==> config.mk <==
export PLATFORM = sky130hd
export DESIGN_NAME = pao_top
export DESIGN_NICKNAME = d
export VERILOG_FILES = /design/src/logic/pao_fifo.v /design/src/logic/pao_top.v
export VERILOG_INCLUDE_DIRS = /design/src /design/src/logic
export SDC_FILE = /design/constraint.sdc
export NUM_CORES = 1
export LEC_CHECK = 0
export BUFFER_PORTS_ARGS = -buffer_cell sky130_fd_sc_hd__buf_2
export CAP_MARGIN = 5
export CORE_UTILIZATION = 60
export CTS_CLUSTER_SIZE = 16
export DETAILED_ROUTE_END_ITERATION = 12
export GPL_ROUTABILITY_DRIVEN = 0
export PLACE_DENSITY_LB_ADDON = 0.05
export SLEW_MARGIN = 20
export SYNTH_ARGS = -nofsm -noshare
export SYNTH_HDL_FRONTEND = slang
export SYNTH_HIERARCHICAL = 1
export SYNTH_SLANG_ARGS = --single-unit
==> constraint.sdc <==
create_clock -name clock -period 10.74 [get_ports clock]
set_input_delay 0.537 -clock clock [delete_from_list [all_inputs] [get_ports clock]]
set_output_delay 0.537 -clock clock [all_outputs]
set_load 0.03 [all_outputs]
==> src/logic/pao_consts.vh <==
// Constants for the pipelined converter output interface
// Contract
// - Each result leaves as a 12-bit parallel word, output bit one the MSB and bit twelve the LSB.
// - A high output-disable input floats all twelve data outputs; low drives them.
// - A high coding-select input inverts only the MSB for two's complement; low is offset binary.
// - Valid data appears six and a half convert-clock cycles after the sampling event.
// - The pipeline advances on both rising and falling convert-clock edges.
// - The quantizer has eleven two-bit stages, two of them completing per convert-clock cycle.
// - Each stage result passes its own delay line, then error correction forms the final word.
// - In offset binary a positive full-scale input gives a word of all ones.
// - Unconnected coding-select and output-disable default low: offset binary, outputs enabled.
`ifndef PAO_CONSTS_VH
`define PAO_CONSTS_VH
`define PAO_WORD_W 12
`define PAO_STAGES 11
`define PAO_STAGE_W 2
`define PAO_HALF_LAT 13
`define PAO_FIFO_W 12
`define PAO_FIFO_D 16
`define PAO_FIFO_AW 4
`define PAO_WORD_RST 12'h000
`define PAO_MSB_POS 11
`endif

==> src/logic/pao_fifo.v <==
// Small flip-flop FIFO with valid/ready on both sides
`timescale 1ns/100ps
module pao_fifo #(
    parameter W = 12,
    parameter D = 16,
    parameter AW = 4
) (
    input wire clock,          // Clock
    input wire sys_rst,        // Async reset, high
    input wire in_valid,       // Write request
    output wire in_ready,      // Room available
    input wire [W-1:0] in_data, // Write data
    output wire out_valid,     // Data available
    input wire out_ready,      // Read accept
    output wire [W-1:0] out_data // Head word
);
    reg [W-1:0] mem_ff [0:D-1];
    reg [AW-1:0] wr_ff;
    reg [AW-1:0] rd_ff;
    reg [AW:0] cnt_ff;
    wire push;
    wire pop;
    integer i;
    localparam [AW:0] FULL_CNT = D;
    assign in_ready = (cnt_ff != FULL_CNT);
    assign out_valid = (cnt_ff != {(AW+1){1'b0}});
    assign push = in_valid && in_ready;
    assign pop = out_valid && out_ready;
    assign out_data = mem_ff[rd_ff];
    always @(posedge clock or posedge sys_rst) begin
        if (sys_rst) begin
            wr_ff <= {AW{1'b0}};
            rd_ff <= {AW{1'b0}};
            cnt_ff <= {(AW+1){1'b0}};
            for (i = 0; i < D; i = i + 1) begin
                mem_ff[i] <= {W{1'b0}};
            end
        end else begin
            if (push) begin
                mem_ff[wr_ff] <= in_data;
                wr_ff <= wr_ff + {{(AW-1){1'b0}}, 1'b1};
            end
            if (pop) begin
                rd_ff <= rd_ff + {{(AW-1){1'b0}}, 1'b1};
            end
            if (push && !pop) begin
                cnt_ff <= cnt_ff + {{AW{1'b0}}, 1'b1};
            end else if (pop && !push) begin
                cnt_ff <= cnt_ff - {{AW{1'b0}}, 1'b1};
            end
        end
    end
endmodule

==> src/logic/pao_top.v <==
// Digital output side of a 12-bit pipelined converter
`timescale 1ns/100ps
`include "pao_consts.vh"
module pao_top (
    input wire clock,                 // 100 MHz system clock
    input wire sys_rst,               // Async reset, high
    input wire conv_clk,              // Convert clock pin, sampled
    input wire [21:0] stage_bits,     // Raw two-bit codes, stage 0 in low bits
    input wire out_disable,           // High floats data outputs
    input wire top_bit_invert_sel,    // High selects two's complement
    output wire [11:0] data_out,      // Bit 11 is out_bit_msb, bit 0 out_bit_lsb
    output wire [11:0] data_oe_n,     // Low while driving
    output reg word_strobe_ff,        // One pulse per new word
    output wire fifo_valid,           // Captured word available
    input wire fifo_ready,            // Downstream accepts word
    output wire [11:0] fifo_data      // Captured word
);
    // Pin inputs: three stages, change counts when stages two and three agree
    reg [2:0] clk_sync_ff;
    reg [2:0] dis_sync_ff;
    reg [2:0] inv_sync_ff;
    reg clk_lvl_ff;
    reg dis_lvl_ff;
    reg inv_lvl_ff;
    always @(posedge clock or posedge sys_rst) begin
        if (sys_rst) begin
            clk_sync_ff <= 3'h0;
            dis_sync_ff <= 3'h0;
            inv_sync_ff <= 3'h0;
            clk_lvl_ff <= 1'b0;
            dis_lvl_ff <= 1'b0; // Defaults as if the pins float low
            inv_lvl_ff <= 1'b0;
        end else begin
            clk_sync_ff <= {clk_sync_ff[1:0], conv_clk};
            dis_sync_ff <= {dis_sync_ff[1:0], out_disable};
            inv_sync_ff <= {inv_sync_ff[1:0], top_bit_invert_sel};
            if (clk_sync_ff[1] == clk_sync_ff[2]) begin
                clk_lvl_ff <= clk_sync_ff[2];
            end
            if (dis_sync_ff[1] == dis_sync_ff[2]) begin
                dis_lvl_ff <= dis_sync_ff[2];
            end
            if (inv_sync_ff[1] == inv_sync_ff[2]) begin
                inv_lvl_ff <= inv_sync_ff[2];
            end
        end
    end

    reg clk_prev_ff;
    wire half_edge;
    wire rise_edge;
    assign half_edge = clk_lvl_ff ^ clk_prev_ff; // Either convert-clock edge
    assign rise_edge = clk_lvl_ff & ~clk_prev_ff;

    // Each stage resolves on one half-cycle; stage k is delayed so all align
    // Delay line for stage k is (STAGES-k) half-cycles long.
    reg [1:0] dly_ff [0:`PAO_STAGES-1][0:`PAO_STAGES-1];
    genvar k;
    genvar j;
    generate
        for (k = 0; k < `PAO_STAGES; k = k + 1) begin : g_stage
            for (j = 0; j < `PAO_STAGES; j = j + 1) begin : g_tap
                always @(posedge clock or posedge sys_rst) begin
                    if (sys_rst) begin
                        dly_ff[k][j] <= 2'h0;
                    end else if (half_edge) begin
                        if (j == 0) begin
                            dly_ff[k][j] <= stage_bits[2*k+1:2*k];
                        end else begin
                            dly_ff[k][j] <= dly_ff[k][j-1];
                        end
                    end
                end
            end
        end
    endgenerate

    // Error correction: stages overlap by one redundant bit, sum with 1-bit weight steps
    reg [12:0] corr_sum;
    integer s;
    always @* begin
        corr_sum = 13'h0000;
        for (s = 0; s < `PAO_STAGES; s = s + 1) begin
            corr_sum = corr_sum + ({11'h000, dly_ff[s][`PAO_STAGES-1-s]} << (`PAO_STAGES-1-s));
        end
    end
    wire [11:0] corr_word;
    // Overflow saturates so positive full scale reads all ones
    assign corr_word = corr_sum[12] ? 12'hfff : corr_sum[11:0];

    // Edge detector reset matches the idle-low pin, so no false edge after reset
    always @(posedge clock or posedge sys_rst) begin
        if (sys_rst) begin
            clk_prev_ff <= 1'b0;
        end else begin
            clk_prev_ff <= clk_lvl_ff;
        end
    end

    wire fall_edge;
    assign fall_edge = half_edge & ~rise_edge;

    // Extra half-cycle delay brings total latency to 6.5 convert cycles
    // Fill state holds the outputs until the pipeline has carried a full word
    localparam ST_FILL = 1'b0;
    localparam ST_RUN = 1'b1;
    reg state_ff;
    reg nxt_state;
    reg [3:0] half_cnt_ff;
    reg [3:0] nxt_half_cnt;
    reg [11:0] lat_word_ff;
    reg [11:0] nxt_lat_word;
    reg [11:0] out_word_ff;
    reg [11:0] nxt_out_word;
    reg nxt_word_strobe;
    wire word_push;

    always @* begin
        nxt_state = state_ff;
        nxt_half_cnt = half_cnt_ff;
        nxt_lat_word = lat_word_ff;
        nxt_out_word = out_word_ff;
        nxt_word_strobe = 1'b0;
        if (half_edge) begin
            nxt_lat_word = corr_word;
            if (half_cnt_ff != `PAO_HALF_LAT) begin
                nxt_half_cnt = half_cnt_ff + 4'h1;
            end
        end
        case (state_ff)
            ST_FILL: begin
                // First update once twelve half-edges have passed
                if (fall_edge && half_cnt_ff >= (`PAO_HALF_LAT - 1)) begin
                    nxt_state = ST_RUN;
                    nxt_out_word[`PAO_MSB_POS] = lat_word_ff[`PAO_MSB_POS] ^ inv_lvl_ff;
                    nxt_out_word[`PAO_MSB_POS-1:0] = lat_word_ff[`PAO_MSB_POS-1:0];
                    nxt_word_strobe = 1'b1;
                end
            end
            ST_RUN: begin
                // Data changes on falling edge; capture on rise
                if (fall_edge) begin
                    nxt_out_word[`PAO_MSB_POS] = lat_word_ff[`PAO_MSB_POS] ^ inv_lvl_ff;
                    nxt_out_word[`PAO_MSB_POS-1:0] = lat_word_ff[`PAO_MSB_POS-1:0];
                    nxt_word_strobe = 1'b1;
                end
            end
            default: begin
                nxt_state = ST_FILL;
            end
        endcase
    end

    always @(posedge clock or posedge sys_rst) begin
        if (sys_rst) begin
            state_ff <= ST_FILL;
            half_cnt_ff <= 4'h0;
            lat_word_ff <= `PAO_WORD_RST;
            out_word_ff <= `PAO_WORD_RST;
            word_strobe_ff <= 1'b0;
        end else begin
            state_ff <= nxt_state;
            half_cnt_ff <= nxt_half_cnt;
            lat_word_ff <= nxt_lat_word;
            out_word_ff <= nxt_out_word;
            word_strobe_ff <= nxt_word_strobe;
        end
    end

    assign word_push = word_strobe_ff & (state_ff == ST_RUN);

    assign data_out = out_word_ff;
    // Enable is taken from the pin level; toggling mid-stream is the user's concern
    assign data_oe_n = {`PAO_WORD_W{dis_lvl_ff}};

    // Words are queued so a slow consumer loses none while it has room
    pao_fifo #(
        .W(`PAO_FIFO_W),
        .D(`PAO_FIFO_D),
        .AW(`PAO_FIFO_AW)
    ) u_fifo (
        .clock(clock),
        .sys_rst(sys_rst),
        .in_valid(word_push),
        .in_ready(),
        .in_data(out_word_ff),
        .out_valid(fifo_valid),
        .out_ready(fifo_ready),
        .out_data(fifo_data)
    );
endmodule

Word-level counts from Yosys, hierarchy flattened
Index checks and enable logic that the tools add are counted.
{"block": "word_totals", "register_bits": 380, "wordCells": 161, "input_bits": 28}
{"block": "classes", "add_sub_neg": 15, "n_eq_ne": 7, "magnitude_cmp": 4, "reduce_logical": 12, "muxes": 16, "bitwise_logic": 10}
{"operator": "$bwmux 192", "count": 1}
{"operator": "$mux 12", "count": 6}
{"operator": "$bmux 12 s4", "count": 1}
{"operator": "$demux 12 s4", "count": 1}
{"operator": "$pmux 12 s2", "count": 1}
{"operator": "$add 12x11->13", "count": 1}
{"operator": "$add 13x10->13", "count": 1}
{"operator": "$add 13x2->13", "count": 1}
{"operator": "$add 13x3->13", "count": 1}
{"operator": "$add 13x4->13", "count": 1}
{"operator": "$add 13x5->13", "count": 1}
{"operator": "$add 13x6->13", "count": 1}
{"operator": "$add 13x7->13", "count": 1}
{"operator": "$add 13x8->13", "count": 1}
{"operator": "$add 13x9->13", "count": 1}
{"operator": "$add 4x1->4 const B", "count": 3}
{"operator": "$ge 5x5->1 const B", "count": 2}
{"operator": "$mux 5", "count": 2}
{"operator": "$not 4->5", "count": 2}
{"operator": "$logic_and 1x1->1", "count": 6}
{"operator": "$add 5x1->5 const B", "count": 1}
{"operator": "$lt 5x1->1 const B", "count": 1}
{"operator": "$ne 5x5->1 const B", "count": 1}
{"operator": "$reduce_bool 5->1", "count": 1}
{"operator": "other kinds (13)", "count": 25}

Depth between registers and ports, before layout
Gate-level depths: netlist of run 1.
{"block": "logic_depth", "ltp_word": 11, "depth_mapped": 11}

Modules after synthesis
Netlist of run 1, hierarchy kept.
{"mod": "pao_fifo", "area_each_um2": 9858.2, "seq_area_each_um2": 5129.9, "cells_each": 656, "n_inst": 1}
{"mod": "pao_top", "area_each_um2": 6979.2, "seq_area_each_um2": 4379.2, "cells_each": 489, "n_inst": 1}

Least setup slack after synthesis of run 1
OpenSTA, ideal clock, no wires.
{"block": "synth_path", "path_kind": "register to register", "from": "reg word_strobe_ff", "to": "reg u_fifo.cnt_ff[4]", "n_path_buf": 1, "arrival_ns": 2.424, "path_stages_with_launch": 12, "period_less_slack_ns": 2.504, "setup_time_ns": 0.080, "slack_ns": 8.236, "cell_sequence": "dfrtp_1 -> and2_1 -> inv_1 -> a31oi_4 -> buf_6 -> ha_1 -> inv_1 -> fa_1 -> a21o_1 -> a21oi_1 -> mux2i_1 -> xnor2_1"}
{"block": "synth_between", "elab_chain_len": 5, "elab_cells_between_ends": 7}
{"item": "start: declaration", "line_no": "pao_top.v:13", "source": "output reg word_strobe_ff,"}
{"item": "start signal: assignment", "line_no": "pao_top.v:166", "source": "word_strobe_ff <= nxt_word_strobe;"}
{"item": "$and 1x1->1 (*)", "line_no": "pao_top.v:170", "source": "assign word_push = word_strobe_ff & (state_ff == ST_RUN);"}
{"item": "net word_push", "line_no": "pao_top.v:116", "source": "wire word_push;"}
{"item": "$logic_and 1x1->1 (*)", "line_no": "pao_fifo.v:27", "source": "assign push = in_valid && in_ready;"}
{"item": "net u_fifo.push", "line_no": "pao_fifo.v:21", "source": "wire push;"}
{"item": "$logic_not 1->1", "line_no": "pao_fifo.v:48", "source": "end else if (pop && !push) begin"}
{"item": "$logic_and 1x1->1", "line_no": "pao_fifo.v:48"}
{"item": "$reduce_bool 2->1 (no line)"}
{"item": "end signal: assignment", "line_no": "pao_fifo.v:34", "source": "cnt_ff <= {(AW+1){1'b0}};"}
{"item": "end signal: assignment", "line_no": "pao_fifo.v:47", "source": "cnt_ff <= cnt_ff + {{AW{1'b0}}, 1'b1};"}
{"item": "end signal: assignment", "line_no": "pao_fifo.v:49", "source": "cnt_ff <= cnt_ff - {{AW{1'b0}}, 1'b1};"}
{"item": "end: declaration", "line_no": "pao_fifo.v:20", "source": "reg [AW:0] cnt_ff;"}
Mark *: on every way through the listed nets, which the timed path passes. The rest lies on a longest branch.
A chain may end at the register's enable or synchronous reset.

Worst setup path in the final report of run 1
{"block": "layout_path", "from": "reg u_fifo.rd_ff[0]", "to": "out fifo_data[6]"}
{"block": "layout_between", "elab_chain_len": 4}
{"item": "start: declaration", "line_no": "pao_fifo.v:19", "source": "reg [AW-1:0] rd_ff;"}
{"item": "start signal: assignment", "line_no": "pao_fifo.v:33", "source": "rd_ff <= {AW{1'b0}};"}
{"item": "start signal: assignment", "line_no": "pao_fifo.v:44", "source": "rd_ff <= rd_ff + {{(AW-1){1'b0}}, 1'b1};"}
{"item": "$not 4->5 (not written as such)", "line_no": "pao_fifo.v:29", "source": "assign out_data = mem_ff[rd_ff];"}
{"item": "$bmux 12 s4", "line_no": "pao_fifo.v:29"}
{"item": "$mux 12 (not written as such) (2 in a row)", "line_no": "pao_fifo.v:29"}
{"item": "end: declaration", "line_no": "pao_top.v:16", "source": "output wire [11:0] fifo_data"}
No other way between the ends. The select of a mux whose other input is x is not followed.

==> summary.md, run 1 <==
| Metric | Value |
|---|---|
| Tmin final | `3.73 ns` |
| Die ar. | `0.0287 sq mm` |
| Hold Buf Count CTS | `0` |
| Iter 0 DRT Violations | `582` |
| WL/cell | `18.8 microns` |
| Setup Skew | `0.0110 ns` |
| Run status | `complete, no violations` |
| Die outline height | `169 microns` |
| # rows | `60` |
| Post-synthesis cell area | `0.0168 sq mm` |
| CTS tree | `yes` |
| DP Area | `0.0172 sq mm` |
| Fill count | `1956` |
| IO Port Bufs | `65` |
| Nets | `1229` |
| DRT Pass-1 Iters | `4` |
| DRT antenna net count | `0` |
| Area grow syn2layout | `10.6%` |
| Setup violators final | `0` |
| Cts repair resizes | `0` |
| IO Pins | `66` |
| Worst Path Required | `10.20 ns` |
| Number of antenna diodes | `0` |
| Synth Instances | `1144` |
| Final Instance Area | `0.0186 sq mm` |
| Via count | `9081` |
| Max Cap Viol | `0` |
| Core area | `0.0273 sq mm` |
| Initial Utilization | `61.8%` |
| First-pass GRT wire length | `49.6 mm` |
| Post-route DRC | `0` |
| HP Class | `in2reg` |
| Pwr Density | `292 mW/mm^2` |
| Vias in the first global route | `9221` |
| Clock Latency Late Sink | `0.53 ns` |
| Share of cells above drive strength 1 | `42.6%` |
| TritonCTS sink count | `380` |
| Initial antenna violation count | `0` |
| Syn. warnings | `6` |
| Reg clk slew, reported paths | `0.06 ns` |
| Critical path arrival | `3.19 ns` |
| Worst-Margin Slew | `1.09 ns` |
| Die X | `169 microns` |
| Crit. End Element | `primary output` |
| Pleak | `8.82 nW` |
| Avg Inst Size Synth | `14.7 sq um` |
| Maximum root-to-sink buffer count | `3` |
| Max VDD drop | `0.182 mV` |
| FF/Latch Area | `0.00951 sq mm` |
| GR Overflow Total | `0` |
| Area of the multi-input gates | `0.00674 sq mm` |
| Via-per-instance ratio | `5.74` |
| Largest net degree at the start of global routing | `147` |
| Setup TNS | `0 ns` |
| CTS Root Cell | `clkbuf_16` |
| Tcrit/Tclk final | `34.7%` |
| Count of final max-slew check failures | `0` |
| Crit Path Max Fanout | `60` |
| # Post-CTS Setup Buffers | `0` |
| Syn nets | `1196` |
| Dpl hpwl | `18.5 mm` |
| CTS Buf Count | `40` |
| DRT Wirelength | `29.8 mm` |
| Highest Clock Rate | `0.268 GHz` |
| Tot GR Track Use | `21.9%` |
| RSZ-0062 raised after global routing | `no` |
| CTS H-tree lvls | `2` |
| Final hold violation count | `0` |
| Max transition margin | `27.6%` |
| CP Launch Type | `flip-flop` |
| Critical path class | `reg2out` |
==> path summary, 6_finish.rpt <==
| check | startpoint | end | slack [ns] | depth (start not counted) |
|---|---|---|---|---|
| worst max-delay path | u_fifo/rd_ff[0]$_DFFE_PP0P_ | fifo_data[6] | 7.01 | 6 |
| worst min-delay path | conv_clk | clk_sync_ff[0]$_DFF_PP0_ | 0.12 | 1 |
| worst max register to register | u_fifo/cnt_ff[1]$_DFFE_PP0P_ | u_fifo/cnt_ff[4]$_DFFE_PP0P_ | 7.88 | 10 |
| worst min register to register | inv_sync_ff[0]$_DFF_PP0_ | inv_sync_ff[1]$_DFF_PP0_ | 0.35 | 0 |
| max in group asynchronous | sys_rst | dly_ff[229]$_DFFE_PP0P_ | 9.13 | 3 |
| min in group asynchronous | sys_rst | u_fifo/mem_ff[53]$_DFFE_PP0P_ | 0.15 | 2 |
==> cells in the final DEF (no fill, tap or decap), types with 7 or more instances in the layout <==
cell	n
a21oi_1	13
a221oi_1	24
a22oi_1	12
buf_2	65
buf_4	9
clkbuf_1	7
clkbuf_16	41
clkbuf_8	10
clkinv_2	8
dfrtp_1	379
ha_1	21
inv_1	15
mux2_2	305
mux2_4	20
mux2i_1	50
mux4_2	24
nand2_1	58
nand3_4	12
nor2_1	16
o21ai_0	19
xnor2_1	12
==> per-layer routing <==
metal  vias up  global-route usage [%]  wire length [microns]
met5         -                       0                      0
met4         0                    6.38                    608
met3        43                    3.43                    955
met2       123                    37.0                  14800
met1      4701                    29.5                  13400
li1       4214                       -                      -
==> layout make-up <==
cell class | count | share of cell area (%)
well taps | 372 | 2.50
flip-flops and latches | 380 | 51.1
clock buffers | 58 | 6.39
clock inverters | 16 | 1.04
inverters | 19 | 0.491
multi-input cells | 661 | 36.2
repair buffers | 75 | 2.26
==> sequential cells by signal (all words and copies together), names as in the netlist <==
name,flops
lat_word_ff,12
half_cnt_ff,4
inv_lvl_ff,1
data_out,12
inv_sync_ff,3
word_strobe_ff,1
clk_sync_ff,3
clk_prev_ff,1
dis_lvl_ff,1
u_fifo/wr_ff,4
clk_lvl_ff,1
state_ff,1
u_fifo/cnt_ff,5
dis_sync_ff,3
u_fifo/rd_ff,4
u_fifo/mem_ff,192
dly_ff,132
==> power breakdown <==
group | internal [mW] | switching (mW) | leakage [nW]
logic | 0.840 | 0.890 | 3.29
clock network | 0.868 | 0.552 | 0.683
registers | 1.90 | 0.383 | 4.84
total | 3.61 | 1.83 | 8.82
==> worst max-delay path: stages (launching register included) <==
cell	delay [ns]
dfrtp_4	0.61
buf_4	0.88
mux2i_1	0.21
a221oi_1	0.48
o21ai_0	0.13
nand2_1	0.11
buf_2	0.20
==> stage by stage <==
step / worst slack, ns / hold WS (ns) / power [mW] / instances / util, %
floorplan: 4.61 / 0.331 / 3.63 / 1144 / -
global placement: 7.59 / 0.334 / 3.99 / 1506 / 63.1
detailed placement: 7.57 / 0.336 / 4.04 / 1506 / 63.1
CTS: 6.95 / 0.0911 / 5.48 / 1580 / 68.2
global route: 6.83 / 0.0892 / 5.77 / 1581 / 68.3
finish: 7.01 / 0.118 / 5.43 / 1581 / 68.3
Note: power is estimated with default switching activity, not from simulation.
==> run 2: changes to the inputs <==
ABC_AREA = 1   (was default)
CORE_UTILIZATION = 56   (was 60)
clock period = 3.4 ns   (was 10.74 ns; I/O delays follow)
==> summary.md, run 2 <==
| Metric | Value |
|---|---|
| Pleak | `11.0 nW (+24%)` |
| Highest Clock Rate | `0.387 GHz` |
| Run status | `complete, no violations` |
| Post-synth top area share | `51.6%` |
| TritonCTS sink count | `380 (unchanged)` |
| Post-route DRC | `0 (unchanged)` |
| DRT Wirelength | `46.0 mm (+54%)` |
| R2R Setup Slk | `1.08 ns (-6.80 ns)` |
| Dpl hpwl | `27.4 mm (+49%)` |
| Avg Inst Size Synth | `7.76 sq um (-47%)` |
| Syn. warnings | `6 (unchanged)` |
| CTS Root Cell | `clkbuf_16` |
| Cell type with the largest total area after synthesis | `dfrtp_1` |
| IO Pins | `66 (unchanged)` |
| CTS H-tree lvls | `2 (unchanged)` |
| Via-per-instance ratio | `5.40 (-6.1%)` |
| #FFs+latches synth | `380` |
| Largest net degree at the start of global routing | `176 (+20%)` |
| Post-synthesis cell area | `0.0184 sq mm (+9.5%)` |
| Die X | `183 microns (+8.2%)` |
| Clock Latency Late Sink | `0.54 ns (about the same)` |
| CTS Buf Count | `42 (+5.0%)` |
| Syn nets | `2428 (+100%)` |
| Nets | `2417 (+97%)` |
| Tot GR Track Use | `28.1% (+6.2 points)` |
| Most frequent cells in the layout | `1182 x nand2_1, 379 x dfrtp_1, 197 x nand4_1` |
| Tcrit/Tclk final | `76.1%` |
| CTS tree | `yes` |
| Initial Utilization | `56.8% (-5.0 points)` |
| IO Port Bufs | `65 (unchanged)` |
| HP Class | `in2reg` |
| Via count | `15300 (+69%)` |
| DRT antenna net count | `0 (unchanged)` |
| Synth async-reset ratio | `100%` |
| Critical path arrival | `2.42 ns (-0.77 ns)` |
| Worst Path Required | `3.23 ns (-6.97 ns)` |
| Die ar. | `0.0337 sq mm (+17%)` |
| Die outline height | `183 microns (+8.2%)` |
| Unique masters post-synth | `30` |
| Tmin final | `2.59 ns` |
| Main flop type after synthesis | `dfrtp_1` |
| Maximum root-to-sink buffer count | `3 (unchanged)` |
| Max Cap Viol | `0 (unchanged)` |
| Setup TNS | `0 ns (unchanged)` |
| Post-route setup slack | `0.813 ns (-6.20 ns)` |
| Crit. End Element | `primary output` |
| Pre-CTS setup slack | `1.11 ns (-6.46 ns)` |
| Sequential cell area fraction in the yosys report | `51.6%` |
| Vias in the first global route | `14500 (+58%)` |
| PnR Total Power | `17.6 mW (+220%)` |
| Pwr Density | `866 mW/mm^2 (+200%)` |
| Most common cell in the netlist | `nand2_1` |
| Number of synthesized flops with an enable pin | `0` |
| Reg clk slew, reported paths | `0.06 ns (about the same)` |
| Max transition margin | `21.9% (-5.7 points)` |
| First-pass GRT wire length | `76.1 mm (+53%)` |
| DRT Pass-1 Iters | `5 (+1)` |
| Cts repair resizes | `0 (unchanged)` |
| CP Launch Type | `flip-flop` |
| Largest register FFs | `192 (unchanged)` |
| Biggest regs | `u_fifo/mem_ff x192, dly_ff x132` |
| Setup violators final | `0 (unchanged)` |
| WL/cell | `16.2 microns (-14%)` |
| Most common cell after layout, fill and taps aside | `nand2_1` |
| Setup Skew | `0.0115 ns (+0.000573 ns)` |
| # rows | `66 (+10%)` |
| RSZ-0062 raised after global routing | `no` |
| Max VDD drop | `0.537 mV (+200%)` |
| Core area | `0.0325 sq mm (+19%)` |
| Synth Instances | `2376 (+110%)` |
| Critical path class | `reg2out` |
| Crit Path Max Fanout | `60 (unchanged)` |
| # Post-CTS Setup Buffers | `0 (unchanged)` |
| Share of cells above drive strength 1 | `8.64% (-34 points)` |
| Iter 0 DRT Violations | `1304 (+120%)` |
| Final core utilization | `62.6% (-5.7 points)` |
| Hold Buf Count CTS | `26 (+26)` |
| # placed instances | `2737 (+82%)` |
| Top post-synthesis cells by area | `dfrtp_1 52%, nand2_1 24%, nand4_1 6.7%` |
| Final hold violation count | `0 (unchanged)` |
| Initial antenna violation count | `0 (unchanged)` |
| Synth cell count leaders | `1182 x nand2_1, 380 x dfrtp_1, 197 x nand4_1, 129 x inv_1` |
| Area grow syn2layout | `10.3%` |
| Most flops, register | `u_fifo/mem_ff` |
| Fin cells | `2838 (+80%)` |
| Worst-Margin Slew | `1.17 ns (+0.0858 ns)` |
| Count of final max-slew check failures | `0 (unchanged)` |
| GR Overflow Total | `0 (unchanged)` |
==> run 2: through the flow <==
stage	hold WS [ns]	cell area [sq um]
floorplan	0.201	18400
global placement	0.279	18700
detailed placement	0.280	18700
CTS	0.0615	20300
global route	0.118	20300
finish	0.0769	20300
==> run 2: power breakdown <==
group | switching [mW] | internal, mW | leakage [nW]
clock | 1.81 | 2.58 | 0.659
combinational | 4.32 | 1.83 | 5.29
sequential | 1.33 | 5.73 | 5.01
total | 7.46 | 10.1 | 11.0
==> run 2: routing by layer <==
layer  part of all wire, %  track usage, %
met1                    45            39.7
met2                    46            44.8
met3                   5.6            4.42
met4                   2.9            8.80
met5                     0               0
==> run 2: cells by family after synthesis <==
group	synth area share [%]
buffers and inverters	7.94
xor gates and xnor gates	0.713
AOI/OAI and AO/OA	0.991
and+or+nand+nor	36.9
adders and majority gates	1.87
DFF	51.6
==> run 2: worst paths after layout <==
check                           cells after the start                        endpoint                          from
worst max-delay path                                9                    fifo_data[4]   u_fifo/rd_ff[0]$_DFFE_PP0P_
worst min-delay path                                4     u_fifo/rd_ff[1]$_DFFE_PP0P_                    fifo_ready
worst max register to register                     11    u_fifo/cnt_ff[3]$_DFFE_PP0P_  u_fifo/cnt_ff[0]$_DFFE_PP0P_
worst min register to register                      0        inv_sync_ff[1]$_DFF_PP0_      inv_sync_ff[0]$_DFF_PP0_
max in group asynchronous                           4  u_fifo/mem_ff[154]$_DFFE_PP0P_                       sys_rst
min in group asynchronous                           3          dis_lvl_ff$_DFFE_PP0N_                       sys_rst
==> run 2: area by class of cell <==
| cell class | instances | area [sq um] |
|---|---|---|
| clock inverter | 10 | 101 |
| timing repair buffer | 124 | 921 |
| tap | 442 | 553 |
| multi-input combinational | 1682 | 7480 |
| antenna | 1 | 2.50 |
| sequential | 380 | 9510 |
| clock buffer | 64 | 1230 |
| fill | 2974 | 12100 |
| inverter | 135 | 522 |
==> run 2: worst max-delay path, stage by stage, from the launching register on <==
cell     delay (ns)
dfrtp_4        0.49
inv_2          0.27
buf_12         0.32
nand2_1        0.08
nand2_1        0.07
nand2_1        0.05
nand3_1        0.13
nand2_1        0.12
nand2_1        0.11
buf_2          0.20
==> run 3: changes to the inputs <==
CORE_UTILIZATION = 60   (was 56)
clock period = 2.4 ns   (was 3.4 ns; I/O delays follow)
==> summary.md, run 3 (same netlist as run 2, synthesis figures left out) <==
| Metric | Value |
|---|---|
| Run status | `complete, no violations` |
| Worst Path Required | `2.28 ns (-0.95 ns)` |
| Count of final max-slew check failures | `0 (unchanged)` |
| Maximum root-to-sink buffer count | `3 (unchanged)` |
| Biggest regs | `u_fifo/mem_ff x192, dly_ff x132` |
| Pleak | `11.2 nW (+2.6%)` |
| Final core utilization | `69.5% (+6.9 points)` |
| Post-route DRC | `0 (unchanged)` |
| Dpl hpwl | `29.1 mm (+6.3%)` |
| Most frequent cells in the layout | `1181 x nand2_1, 378 x dfrtp_1, 197 x nand4_1` |
| Via count | `15800 (+3.3%)` |
| CTS Root Cell | `clkbuf_16` |
| Die ar. | `0.0314 sq mm (-6.6%)` |
| WL/cell | `17.1 microns (+5.4%)` |
| Clock Latency Late Sink | `0.54 ns (about the same)` |
| Critical path arrival | `2.24 ns (-0.18 ns)` |
| Via-per-instance ratio | `5.58 (+3.4%)` |
| CTS Buf Count | `41 (-2.4%)` |
| Most flops, register | `u_fifo/mem_ff` |
| Setup violators final | `0 (unchanged)` |
| Area grow syn2layout | `13.0%` |
| First-pass GRT wire length | `78.6 mm (+3.3%)` |
| Core area | `0.0300 sq mm (-7.7%)` |
| Critical path class | `reg2out` |
| Crit. End Element | `primary output` |
| # rows | `63 (-4.5%)` |
| Initial antenna violation count | `0 (unchanged)` |
| Tcrit/Tclk final | `98.5%` |
| DRT Wirelength | `48.4 mm (+5.3%)` |
| Pwr Density | `1230 mW/mm^2 (+42%)` |
| GR Overflow Total | `0 (unchanged)` |
| HP Class | `in2reg` |
| Max VDD drop | `1.04 mV (+94%)` |
| Initial Utilization | `61.5% (+4.7 points)` |
| TritonCTS sink count | `380 (unchanged)` |
| Max transition margin | `50.5% (+29 points)` |
| IO Pins | `66 (unchanged)` |
| DRT antenna net count | `0 (unchanged)` |
| CTS H-tree lvls | `2 (unchanged)` |
| Highest Clock Rate | `0.423 GHz` |
| Final hold violation count | `0 (unchanged)` |
| Largest register FFs | `192 (unchanged)` |
| CTS tree | `yes` |
| Tot GR Track Use | `31.5% (+3.3 points)` |
| Largest net degree at the start of global routing | `155 (-12%)` |
| Iter 0 DRT Violations | `1773 (+36%)` |
| Setup Skew | `0.0121 ns (+0.000576 ns)` |
| IO Port Bufs | `65 (unchanged)` |
| PnR Total Power | `25.6 mW (+45%)` |
| Worst-Margin Slew | `0.742 ns (-0.430 ns)` |
| Die outline height | `177 microns (-3.4%)` |
| Max Cap Viol | `0 (unchanged)` |
| Most common cell after layout, fill and taps aside | `nand2_1` |
| Number of antenna diodes | `0 (-1)` |
| Vias in the first global route | `15200 (+4.4%)` |
| Reg clk slew, reported paths | `0.06 ns (about the same)` |
| Fill count | `2457 (-17%)` |
| CP Launch Type | `flip-flop` |
| Setup TNS | `0 ns (unchanged)` |
| Tmin final | `2.36 ns` |
| Die X | `177 microns (-3.4%)` |
| Nets | `2472 (+2.3%)` |
| DRT Pass-1 Iters | `5 (unchanged)` |
| Share of cells above drive strength 1 | `11.1% (+2.5 points)` |
| Crit Path Max Fanout | `28 (-53%)` |
run 3: changes by cell type in the layout (fill, tap and decap cells not counted), sizes merged:
| cell | change |
|---|---|
| buf | +47 |
| clkbuf | +4 |
| clkinvlp | +2 |
| bufinv | -1 |
| clkinv | -1 |
| diode | -1 |
| inv | -1 |
run 3: power by group:
group	switching (mW)	internal [mW]	leakage, nW
Sequential	1.42	8.13	5.01
Clock	2.53	3.46	0.622
Combinational	6.95	3.12	5.61
run 3: path summary, 6_finish.rpt:
kind                       depth (start not counted)                            to  slack (ns)                    startpoint
max                                                8                  fifo_data[8]        0.04   u_fifo/rd_ff[0]$_DFFE_PP0P_
max reg2reg                                       13  u_fifo/cnt_ff[4]$_DFFE_PP0P_        0.22  u_fifo/cnt_ff[0]$_DFFE_PP0P_
min in group asynchronous                          3      clk_sync_ff[1]$_DFF_PP0_        0.23                       sys_rst
min reg2reg                                        0      dis_sync_ff[1]$_DFF_PP0_        0.35      dis_sync_ff[0]$_DFF_PP0_
min                                                4   u_fifo/rd_ff[0]$_DFFE_PP0P_        0.03                    fifo_ready
max in group asynchronous                          4       dly_ff[226]$_DFFE_PP0P_        1.41                       sys_rst
run 3: critical path, cell delays in order, from the launching register on:
cell and delay [ns]:
dfrtp_4 0.58, buf_12 0.18, buf_16 0.18, nor2_2 0.12, nor2_1 0.07, nor2_2 0.19
nand2_1 0.08, nand2_1 0.10, clkbuf_4 0.20
run 3: stage by stage:
step | hold slack, ns | instance area (sq um) | setup WS, ns | cells
5_1_grt | 0.0554 | 20800 | -0.0148 | 2835
4_1_cts | 0.0204 | 20700 | 0.0114 | 2833
3_5_place_dp | 0.218 | 19100 | 0.140 | 2735
2_1_floorplan | 0.151 | 18400 | -0.378 | 2376
3_3_place_gp | 0.216 | 19100 | 0.232 | 2735
6_report | 0.0266 | 20800 | 0.0357 | 2835
run 3: what timing repair did:
action / CTS / global route
cloned: 2 / 2
hold buffers: 26 / 0
hold endpoints to repair: 249 / 0
pin swaps: 0 / 3
resized for setup: 7 / 25
setup buffers: 2 / 0
setup endpoints to repair: 12 / 14
run 3: cell type report:
type	instances	area (sq um)	area share [%]
flip-flops and latches	380	9510	45.7
inverters	135	534	2.57
clock buffers	59	1190	5.74
repair buffers	180	1510	7.26
multi-input cells	1682	7510	36.0
well taps	390	488	2.34
clock inverters	9	76.3	0.366
run 3: routing by layer:
| layer | GRT usage, % | up-vias | share of wire [%] | wire (microns) |
|---|---|---|---|---|
| li1 | - | 7554 | - | - |
| met1 | 43.1 | 7512 | 42 | 20100 |
| met2 | 51.4 | 627 | 47 | 23000 |
| met3 | 4.24 | 120 | 7.5 | 3640 |
| met4 | 11.4 | 0 | 3.4 | 1670 |
| met5 | 0 | - | 0 | 0 |
